**src/i2ce_map.svh**
```systemverilog
// register offsets, field positions, reset values and bus-monitor counts
`ifndef I2CE_MAP_SVH
`define I2CE_MAP_SVH

`define I2CE_ADDR_W        3
`define I2CE_DATA_W        8
`define I2CE_NFLAGS        8

`define I2CE_OFS_CTRL      3'h0
`define I2CE_OFS_OWN_ADDR  3'h1
`define I2CE_OFS_STATUS    3'h2
`define I2CE_OFS_MASK      3'h3
`define I2CE_OFS_STATE     3'h4

`define I2CE_CTRL_IRQ_EN   0
`define I2CE_CTRL_SLV_EN   1

`define I2CE_ST_HALTED     0
`define I2CE_ST_ADDRESSED  1
`define I2CE_ST_RD_DIR     2
`define I2CE_ST_BUSY       3

`define I2CE_FL_EXT_ADDR   0
`define I2CE_FL_BYTE_DONE  1
`define I2CE_FL_ADDR_MATCH 2
`define I2CE_FL_START_SENT 3
`define I2CE_FL_ACK_FAIL   4
`define I2CE_FL_STOP_SEEN  5
`define I2CE_FL_ARB_LOST   6
`define I2CE_FL_BUS_FAULT  7

`define I2CE_RST_CTRL      8'h00
`define I2CE_RST_OWN_ADDR  7'h00
`define I2CE_RST_MASK      8'hFF
`define I2CE_RST_FLAGS     8'h00
`define I2CE_RD_ZERO       8'h00

`define I2CE_BIT_CNT_W     4
`define I2CE_LAST_BIT      4'h7
`define I2CE_ACK_BIT       4'h8
`define I2CE_CNT_ZERO      4'h0
`define I2CE_CNT_ONE       4'h1

`endif

```
**src/i2ce_pkg.sv**
```systemverilog
// shared types of the two-wire event and interrupt block
`default_nettype none
`include "i2ce_map.svh"
package i2ce_pkg;
   typedef logic [`I2CE_ADDR_W-1:0] i2ce_addr_t;
   typedef logic [`I2CE_DATA_W-1:0] i2ce_byte_t;
   typedef logic [`I2CE_NFLAGS-1:0] i2ce_flags_t;
   typedef enum logic [1:0] {BS_IDLE, BS_ADDR, BS_DATA, BS_SKIP} i2ce_bus_st_t;
endpackage
`default_nettype wire

```
**src/i2ce_flag_if.sv**
```systemverilog
// carrier between the top and the sticky event flag bank
`timescale 1ns/1ns
`default_nettype none
interface i2ce_flag_if #(parameter int N = 8);
   logic [N-1:0] set;
   logic [N-1:0] clr;
   logic         hold;
   logic [N-1:0] flags;
   modport bank (input set, input clr, input hold, output flags);
   modport user (output set, output clr, output hold, input flags);
endinterface
`default_nettype wire

```
**src/i2ce_top.sv**
```systemverilog
// two-wire interface event flags, interrupt request and wait/halt behaviour
//
// Summary of operation
// - in wait the interface runs on; a pending request ends wait
// - in halt registers freeze, interface idles and never acknowledges
// - after halt, operation resumes only once a halt-capable wake arrives
// - master: flag raised once a 10-bit address header is sent
// - flag raised each time a full data byte has shifted
// - slave: flag raised when received address equals own address
// - master: flag raised once a start condition is generated
// - separate flags for missing ack, slave stop detect, bus error
// - multimaster: flag raised when arbitration is lost
// - all events share one request under one enable and a per-flag mask; none ends halt
// - request reaches core only with enable set and core mask clear
//
// Our own choices: the register offsets and the address-and-strobe port.
`timescale 1ns/1ns
`default_nettype none
`include "i2ce_map.svh"
module i2ce_top (
   input  wire logic                 I_CLK,
   input  wire logic                 I_NRST,
   input  wire i2ce_pkg::i2ce_addr_t I_ADDR,
   input  wire i2ce_pkg::i2ce_byte_t I_WDATA,
   input  wire logic                 I_WR,
   input  wire logic                 I_RD,
   output i2ce_pkg::i2ce_byte_t      O_RDATA,
   input  wire logic                 I_SCL,
   input  wire logic                 I_SDA,
   output logic                      O_SDA_O,
   output logic                      O_SDA_OE_N,
   input  wire logic                 I_EV_EXT_ADDR_SENT,
   input  wire logic                 I_EV_BYTE_DONE,
   input  wire logic                 I_EV_START_SENT,
   input  wire logic                 I_EV_ACK_FAIL,
   input  wire logic                 I_EV_ARB_LOST,
   input  wire logic                 I_CORE_IMASK,
   input  wire logic                 I_WAIT,
   input  wire logic                 I_HALT_ENTER,
   input  wire logic                 I_HALT_WAKE,
   output logic                      O_IRQ,
   output logic                      O_WAIT_EXIT,
   output logic                      O_HALTED
);
   import i2ce_pkg::*;

   logic              rst_meta_r;
   logic              rst_n_s;
   logic              scl_s;
   logic              sda_s;
   logic              scl_q_r;
   logic              sda_q_r;
   logic              scl_rise;
   logic              scl_fall;
   logic              start_det;
   logic              stop_det;
   i2ce_byte_t        ctrl_r;
   logic [6:0]        own_addr_r;
   i2ce_flags_t       mask_r;
   i2ce_flags_t       flags;
   i2ce_flags_t       set_vec;
   i2ce_flags_t       clr_vec;
   logic              halted_r;
   i2ce_bus_st_t      st_r;
   logic [`I2CE_BIT_CNT_W-1:0] bit_cnt_r;
   i2ce_byte_t        shift_r;
   i2ce_byte_t        byte_nxt;
   logic              addressed_r;
   logic              rd_dir_r;
   logic              ack_pend_r;
   logic              match_nxt;
   logic              in_byte;
   logic              last_bit;
   logic              ev_byte;
   logic              ev_match;
   logic              ev_ackf;
   logic              ev_stop;
   logic              ev_bus_fault_flag;
   logic              pending;
   logic              wr_ok;

   i2ce_flag_if #(.N(`I2CE_NFLAGS)) fl_if ();

   ////////////////////////////////////////////////////////////////////////////
   // reset release and pin synchronisers

   always_ff @(posedge I_CLK or negedge I_NRST) begin
      if (!I_NRST) begin
         rst_meta_r <= 1'b0;
         rst_n_s    <= 1'b0;
      end else begin
         rst_meta_r <= 1'b1;
         rst_n_s    <= rst_meta_r;
      end
   end

   // idle bus lines float high, so the synchronisers reset high
   i2ce_sync #(.W(2), .RST_VAL(1'b1)) u_line_sync (
      .i_clk   (I_CLK),
      .i_rst_n (rst_n_s),
      .i_d     ({I_SCL, I_SDA}),
      .o_q     ({scl_s, sda_s})
   );

   always_ff @(posedge I_CLK or negedge rst_n_s) begin
      if (!rst_n_s) begin
         scl_q_r <= 1'b1;
         sda_q_r <= 1'b1;
      end else begin
         scl_q_r <= scl_s;
         sda_q_r <= sda_s;
      end
   end

   assign scl_rise  = scl_s & ~scl_q_r;
   assign scl_fall  = ~scl_s & scl_q_r;
   assign start_det = scl_s & scl_q_r & sda_q_r & ~sda_s;
   assign stop_det  = scl_s & scl_q_r & ~sda_q_r & sda_s;

   ////////////////////////////////////////////////////////////////////////////
   // halt state: left only by a wake source able to end halt

   always_ff @(posedge I_CLK or negedge rst_n_s) begin
      if (!rst_n_s) begin
         halted_r <= 1'b0;
      end else if (halted_r) begin
         // our own request is deliberately not a wake source here
         halted_r <= ~I_HALT_WAKE;
      end else begin
         halted_r <= I_HALT_ENTER;
      end
   end

   ////////////////////////////////////////////////////////////////////////////
   // register writes, frozen in halt; wait has no effect at all

   assign wr_ok = I_WR & ~halted_r;

   always_ff @(posedge I_CLK or negedge rst_n_s) begin
      if (!rst_n_s) begin
         ctrl_r     <= `I2CE_RST_CTRL;
         own_addr_r <= `I2CE_RST_OWN_ADDR;
         mask_r     <= `I2CE_RST_MASK;
      end else if (wr_ok) begin
         case (I_ADDR)
            `I2CE_OFS_CTRL:     ctrl_r     <= I_WDATA;
            `I2CE_OFS_OWN_ADDR: own_addr_r <= I_WDATA[6:0];
            `I2CE_OFS_MASK:     mask_r     <= I_WDATA;
            default:            ;
         endcase
      end
   end

   always_ff @(posedge I_CLK or negedge rst_n_s) begin
      if (!rst_n_s) begin
         O_RDATA <= `I2CE_RD_ZERO;
      end else if (I_RD) begin
         case (I_ADDR)
            `I2CE_OFS_CTRL:     O_RDATA <= ctrl_r;
            `I2CE_OFS_OWN_ADDR: O_RDATA <= {1'b0, own_addr_r};
            `I2CE_OFS_STATUS:   O_RDATA <= flags;
            `I2CE_OFS_MASK:     O_RDATA <= mask_r;
            `I2CE_OFS_STATE: begin
               O_RDATA                     <= `I2CE_RD_ZERO;
               O_RDATA[`I2CE_ST_HALTED]    <= halted_r;
               O_RDATA[`I2CE_ST_ADDRESSED] <= addressed_r;
               O_RDATA[`I2CE_ST_RD_DIR]    <= rd_dir_r;
               O_RDATA[`I2CE_ST_BUSY]      <= (st_r != BS_IDLE);
            end
            default:            O_RDATA <= `I2CE_RD_ZERO;
         endcase
      end else begin
         O_RDATA <= `I2CE_RD_ZERO;
      end
   end

   ////////////////////////////////////////////////////////////////////////////
   // slave-side bus monitor

   assign byte_nxt  = {shift_r[6:0], sda_s};
   assign match_nxt = ctrl_r[`I2CE_CTRL_SLV_EN] & (byte_nxt[7:1] == own_addr_r);
   assign in_byte   = (st_r == BS_ADDR) | (st_r == BS_DATA);
   assign last_bit  = scl_rise & (bit_cnt_r == `I2CE_LAST_BIT);

   assign ev_match = last_bit & (st_r == BS_ADDR) & match_nxt;
   assign ev_byte  = last_bit & ((st_r == BS_DATA) | ev_match);
   // only a missing ack while we transmit is ours to report
   assign ev_ackf  = scl_rise & (bit_cnt_r == `I2CE_ACK_BIT) & (st_r == BS_DATA)
                     & rd_dir_r & sda_s;
   assign ev_stop  = stop_det & addressed_r;
   // a stop or repeated start sits in the first bit slot of a byte, so that slot is legal
   assign ev_bus_fault_flag  = (start_det | stop_det) & in_byte & (bit_cnt_r > `I2CE_CNT_ONE);

   always_ff @(posedge I_CLK or negedge rst_n_s) begin
      if (!rst_n_s) begin
         st_r        <= BS_IDLE;
         bit_cnt_r   <= `I2CE_CNT_ZERO;
         shift_r     <= `I2CE_RD_ZERO;
         addressed_r <= 1'b0;
         rd_dir_r    <= 1'b0;
         ack_pend_r  <= 1'b0;
      end else if (halted_r) begin
         st_r        <= BS_IDLE;
         bit_cnt_r   <= `I2CE_CNT_ZERO;
         addressed_r <= 1'b0;
         ack_pend_r  <= 1'b0;
      end else if (start_det) begin
         st_r        <= BS_ADDR;
         bit_cnt_r   <= `I2CE_CNT_ZERO;
         addressed_r <= 1'b0;
         ack_pend_r  <= 1'b0;
      end else if (stop_det) begin
         st_r        <= BS_IDLE;
         bit_cnt_r   <= `I2CE_CNT_ZERO;
         addressed_r <= 1'b0;
         ack_pend_r  <= 1'b0;
      end else begin
         case (st_r)
            BS_ADDR, BS_DATA: begin
               if (scl_rise && bit_cnt_r != `I2CE_ACK_BIT) begin
                  shift_r   <= byte_nxt;
                  bit_cnt_r <= bit_cnt_r + `I2CE_CNT_ONE;
                  if (ev_match) begin
                     addressed_r <= 1'b1;
                     rd_dir_r    <= byte_nxt[0];
                     ack_pend_r  <= 1'b1;
                  end else if (last_bit && st_r == BS_DATA) begin
                     ack_pend_r  <= ~rd_dir_r;
                  end
               end else if (scl_rise) begin
                  bit_cnt_r <= `I2CE_CNT_ZERO;
                  if (st_r == BS_ADDR) begin
                     st_r <= addressed_r ? BS_DATA : BS_SKIP;
                  end
               end else if (scl_fall && bit_cnt_r == `I2CE_CNT_ZERO) begin
                  ack_pend_r <= 1'b0;
               end
            end
            BS_IDLE, BS_SKIP: ;
            default: st_r <= BS_IDLE;
         endcase
      end
   end

   // ack pulls SDA low from the falling edge before the ack bit to the one after
   always_ff @(posedge I_CLK or negedge rst_n_s) begin
      if (!rst_n_s) begin
         O_SDA_O    <= 1'b0;
         O_SDA_OE_N <= 1'b1;
      end else if (halted_r || start_det || stop_det) begin
         O_SDA_O    <= 1'b0;
         O_SDA_OE_N <= 1'b1;
      end else if (scl_fall && bit_cnt_r == `I2CE_ACK_BIT && ack_pend_r) begin
         O_SDA_O    <= 1'b0;
         O_SDA_OE_N <= 1'b0;
      end else if (scl_fall && bit_cnt_r == `I2CE_CNT_ZERO) begin
         O_SDA_O    <= 1'b0;
         O_SDA_OE_N <= 1'b1;
      end
   end

   ////////////////////////////////////////////////////////////////////////////
   // event flags and the single shared request

   always_comb begin
      set_vec                        = '0;
      set_vec[`I2CE_FL_EXT_ADDR]     = I_EV_EXT_ADDR_SENT;
      set_vec[`I2CE_FL_BYTE_DONE]    = I_EV_BYTE_DONE | ev_byte;
      set_vec[`I2CE_FL_ADDR_MATCH]   = ev_match;
      set_vec[`I2CE_FL_START_SENT]   = I_EV_START_SENT;
      set_vec[`I2CE_FL_ACK_FAIL]     = I_EV_ACK_FAIL | ev_ackf;
      set_vec[`I2CE_FL_STOP_SEEN]    = ev_stop;
      set_vec[`I2CE_FL_ARB_LOST]     = I_EV_ARB_LOST;
      set_vec[`I2CE_FL_BUS_FAULT]    = ev_bus_fault_flag;
   end

   assign clr_vec = (wr_ok && I_ADDR == `I2CE_OFS_STATUS) ? I_WDATA : '0;

   assign fl_if.set  = set_vec;
   assign fl_if.clr  = clr_vec;
   assign fl_if.hold = halted_r;
   assign flags      = fl_if.flags;

   i2ce_flag_bank #(.N(`I2CE_NFLAGS)) u_flags (
      .i_clk   (I_CLK),
      .i_rst_n (rst_n_s),
      .fb      (fl_if.bank)
   );

   assign pending = ctrl_r[`I2CE_CTRL_IRQ_EN] & (|(flags & mask_r));

   always_ff @(posedge I_CLK or negedge rst_n_s) begin
      if (!rst_n_s) begin
         O_IRQ       <= 1'b0;
         O_WAIT_EXIT <= 1'b0;
         O_HALTED    <= 1'b0;
      end else begin
         O_IRQ       <= pending & ~I_CORE_IMASK;
         O_WAIT_EXIT <= pending & I_WAIT;
         O_HALTED    <= halted_r;
      end
   end
endmodule
`default_nettype wire

```
**src/i2ce_sync.sv**
```systemverilog
// two-flop synchroniser for asynchronous levels
`timescale 1ns/1ns
`default_nettype none
module i2ce_sync #(
   parameter int W        = 1,
   parameter bit RST_VAL  = 1'b1
) (
   input  wire logic         i_clk,
   input  wire logic         i_rst_n,
   input  wire logic [W-1:0] i_d,
   output logic      [W-1:0] o_q
);
   logic [W-1:0] meta_r;

   generate
      if (W < 1) begin : g_bad_width
         $error("i2ce_sync: W must be at least 1");
      end
   endgenerate

   always_ff @(posedge i_clk or negedge i_rst_n) begin
      if (!i_rst_n) begin
         meta_r <= {W{RST_VAL}};
         o_q    <= {W{RST_VAL}};
      end else begin
         meta_r <= i_d;
         o_q    <= meta_r;
      end
   end
endmodule
`default_nettype wire

```
**src/i2ce_flag_bank.sv**
```systemverilog
// sticky event flags, set wins over write-one-to-clear, frozen on hold
`timescale 1ns/1ns
`default_nettype none
module i2ce_flag_bank #(
   parameter int N = 8
) (
   input  wire logic i_clk,
   input  wire logic i_rst_n,
   i2ce_flag_if.bank fb
);
   logic [N-1:0] flags_r;

   generate
      if (N < 1) begin : g_bad_n
         $error("i2ce_flag_bank: N must be at least 1");
      end
   endgenerate

   always_ff @(posedge i_clk or negedge i_rst_n) begin
      if (!i_rst_n) begin
         flags_r <= '0;
      end else if (!fb.hold) begin
         flags_r <= (flags_r & ~fb.clr) | fb.set;
      end
   end

   assign fb.flags = flags_r;
endmodule
`default_nettype wire

```
**config.mk**
```make
export PLATFORM = sky130hd
export DESIGN_NAME = i2ce_top
export DESIGN_NICKNAME = d
export VERILOG_FILES = /design/src/i2ce_pkg.sv /design/src/i2ce_flag_if.sv /design/src/i2ce_top.sv /design/src/i2ce_sync.sv /design/src/i2ce_flag_bank.sv
export VERILOG_INCLUDE_DIRS = /design/src
export SDC_FILE = /design/constraint.sdc
export NUM_CORES = 1
export LEC_CHECK = 0
export ABC_AREA = 1
export BUFFER_PORTS_ARGS = -buffer_cell sky130_fd_sc_hd__buf_4
export CAP_MARGIN = 40
export CORE_ASPECT_RATIO = 0.9
export CORE_UTILIZATION = 25
export DETAILED_ROUTE_END_ITERATION = 16
export PLACE_DENSITY_LB_ADDON = 0.2
export SETUP_SLACK_MARGIN = 0.3
export SLEW_MARGIN = 20
export SYNTH_ARGS = -nofsm -noshare
export SYNTH_HDL_FRONTEND = slang
export SYNTH_SLANG_ARGS = --single-unit
```
**constraint.sdc**
```tcl
create_clock -name I_CLK -period 2.7 [get_ports I_CLK]
set_input_delay 0 -clock I_CLK [delete_from_list [all_inputs] [get_ports I_CLK]]
set_output_delay 0 -clock I_CLK [all_outputs]
set_load 0.02 [all_outputs]
```
==> impl_metrics.py <==
metrics = {
    "synthesis": {
        "ys_seq_elements": 68,
        "synthesis.area_um2": 3350,
        "syn_inst": 391,
        "synth_cell_types": 38,
        "avgSynthCellArea_um2": 8.57,
        "ys.warnings.count": 0,
        "ys_seq_area_share_pct": 51.4,
        "synth-async-reset-ratio_pct": 100,
        "syn_nets": 424,
        "synthFlopType": "dfrtp_1",
        "synth_edf_count": 0,
    },
    "clocking": {
        "ctsResizeCount": 0,
        "clock-sinks": 68,
        "insertion_delay_ns": 0.33,
        "ctsHoldBuffers": 18,
        "cts_tree": "yes",
        "numCtsBuffers": 9,
        "clock_path_buffers": 2,
        "cts_root_buf": "clkbuf_16",
        "post_cts_buffers": 0,
        "htreeDepth": 3,
        "clkTransAtPathRegs_ns": 0.06,
    },
    "sta": {
        "finalSetupViolCount": 0,
        "drv_slew": 0,
        "min_period_ns": 1.79,
        "rsz0062_at_grt": "false",
        "skew_ns": 0.00948,
        "slew_headroom_pct": 60.8,
        "period_share_pct": 66.2,
        "tns_ns": 0,
        "finalHoldViolCount": 0,
        "max_freq_mhz": 560,
        "worst_pin_slew_ns": 0.588,
        "setup_slack_ns": 0.913,
    },
    "place": {
        "dp_slack_ns": 0.918,
        "gp_congestion": 0.805,
        "placed_cell_area_um2": 3800,
        "io_buffers": 37,
        "dp_cells": 587,
        "dpl.hpwl_um": 6560,
    },
    "die": {
        "die_x_um": 124,
        "die_h_um": 112,
        "initial_utilization_pct": 26.0,
        "pin_count": 39,
        "rows": 39,
        "dieArea_um2": 13900,
        "core_area_um2": 12900,
    },
    "drt": {
        "met2_length_um": 4110,
        "wire_per_inst_um": 14.1,
        "wl_met3_um": 448,
        "met1_length_um": 4040,
        "ant_nets": 0,
        "top_layer": "met4",
        "first_pass_iters": 4,
        "via_per_inst": 4.47,
        "via_count": 2776,
        "totalWireLength_um": 8750,
        "drt_iter0_drc": 168,
        "drcViolationCount": 0,
    },
    "status": {
        "outcome": "finished, final reports clean",
    },
    "cells_and_area": {
        "num_antenna_cells": 0,
        "final_common_cell": "nand2_1",
        "nets": 485,
        "final_area_um2": 4280,
        "layout_common_cells": "115 x nand2_1, 52 x dfrtp_1, 46 x o21ai_1, 42 x inv_1, 37 x buf_4",
        "area_growth_pct": 27.8,
        "drive_above_1_share_pct": 22.5,
        "fillers": 1349,
        "final_cells": 621,
        "final_util_pct": 33.2,
    },
    "grt": {
        "grt_pass1_vias": 2802,
        "grt_pass1_wl_um": 14600,
        "grt_start_max_net_pins": 43,
        "grt_usage_pct": 14.1,
        "gr-total-overflow": 0,
        "antenna_found_initial": 0,
    },
    "worst_hold_path": {
        "min-delay-path-class": "in -> reg",
    },
    "job": {
        "max_cap_viol_count": 0,
    },
    "power_and_ir_drop": {
        "power.density_nw_per_um2": 801,
        "pwr-share-comb_pct": 23.3,
        "peakVddDrop_uv": 310,
        "p_clk_share_pct": 35.0,
        "switching_share_pct": 32.7,
        "p_leak_nw": 2.00,
        "power.switching_mw": 1.12,
        "seqPwrFrac_pct": 41.8,
        "power.internal_mw": 2.31,
    },
    "critical_path": {
        "worstSetupStartpointType": "register",
        "criticalPathCategory": "reg -> reg",
        "arrival_ns": 2.01,
        "crit_required_ns": 2.92,
        "crit_path_max_fanout": 10,
        "end_kind": "register",
    },
}
[state kept, by name, summed over array words and instances (netlist names)]
| name | cells |
|---|---|
| rst_n_s | 1 |
| rst_meta_r | 1 |
| sda_q_r | 1 |
| O_WAIT_EXIT | 1 |
| u_line_sync.meta_r | 2 |
| st_r | 2 |
| rd_dir_r | 1 |
| O_SDA_OE_N | 1 |
| scl_q_r | 1 |
| ctrl_r | 8 |
| O_RDATA | 8 |
| mask_r | 8 |
| addressed_r | 1 |
| bit_cnt_r | 4 |
| fl_if.hold | 1 |
| shift_r | 7 |
| u_line_sync.o_q | 2 |
| O_IRQ | 1 |
| own_addr_r | 7 |
| ack_pend_r | 1 |
| u_flags.fb.flags | 8 |
| O_HALTED | 1 |
[cell families (layout without fill, tap and decap cells)]
logic type               count (synthesis)  in the layout  synth area share [%]
buffers and inverters                   58            124                  7.58
flip-flops                              68             68                  51.4
other                                    2              2                 0.224
AO/OA/AOI/OAI                           76             76                  13.3
AND/OR/NAND/NOR                        180            180                  25.0
adder cells (fa/ha/maj)                  7              7                  2.61
[power by group through the flow]
| stage | clock network (mW) | registers (mW) | logic, mW |
|---|---|---|---|
| after floorplan | 0 | 1.42 | 0.553 |
| after global placement | 0 | 1.44 | 0.773 |
| after detailed placement | 0 | 1.45 | 0.783 |
| after CTS | 1.23 | 1.43 | 0.810 |
| after global routing | 1.28 | 1.47 | 0.923 |
| final | 1.20 | 1.43 | 0.797 |
[synthesized netlist by cell type, types with 2 or more instances]
cell | count | area [um2]
o21ai_0 | 8 | 40.0
conb_1 | 2 | 7.51
nand3_1 | 13 | 65.1
nor2_2 | 3 | 18.8
nor3_1 | 3 | 15.0
dfrtp_1 | 53 | 1330
nor2_4 | 4 | 45.0
a21oi_1 | 7 | 35.0
dfstp_2 | 15 | 394
o21ai_1 | 46 | 230
a211oi_1 | 2 | 15.0
ha_1 | 7 | 87.6
a41oi_1 | 3 | 26.3
nand2_2 | 8 | 50.1
nand2_1 | 115 | 432
inv_2 | 8 | 30.0
nand4_1 | 3 | 18.8
nor2_1 | 24 | 90.1
inv_1 | 42 | 158
buf_6 | 4 | 45.0
nand4_2 | 2 | 25.0
a221oi_1 | 3 | 26.3
[metal layers]
metal / vias up / GRT usage [%]
li1: 1377 / -
met5: - / 0
met1: 1319 / 18.8
met2: 70 / 21.7
met3: 10 / 3.74
met4: 0 / 5.63
[worst max-delay path: stages, from the launching register on]
cell and delay [ns]:
dfrtp_1 0.65, clkinv_2 0.29, nand2_1 0.11, o21ai_0 0.07, dlygate4sd3_1 0.55
[stage by stage]
stage | hold slack (ns) | power (mW)
6_report | 0.00861 | 3.43
3_5_place_dp | -0.217 | 2.23
4_1_cts | 0.00648 | 3.48
5_1_grt | 0.0274 | 3.67
3_3_place_gp | -0.216 | 2.22
2_1_floorplan | -0.296 | 1.97
[path summary, 6_finish.rpt]
path,end,cells after the start,startpoint,slack (ns)
worst max-delay path,fl_if.hold,4,fl_if.hold,0.91
max in group asynchronous,mask_r[1],1,rst_n_s,1.74
worst max register to register,fl_if.hold,4,fl_if.hold,0.91
worst min register to register,own_addr_r[5],0,rst_n_s,0.27
min in group asynchronous,own_addr_r[5],0,rst_n_s,0.27
worst min-delay path,ctrl_r[6],3,I_WDATA[6],0.009
[layout make-up]
type	count	area [um2]	share of cell area, %
tap	164	205	4.79
sequential	68	1720	40.2
clock buffer	11	243	5.67
inverter	52	196	4.59
clock inverter	5	61.3	1.43
timing repair buffer	56	478	11.2
multi-input combinational	265	1380	32.1
Note: power is estimated with default switching activity, not from simulation.
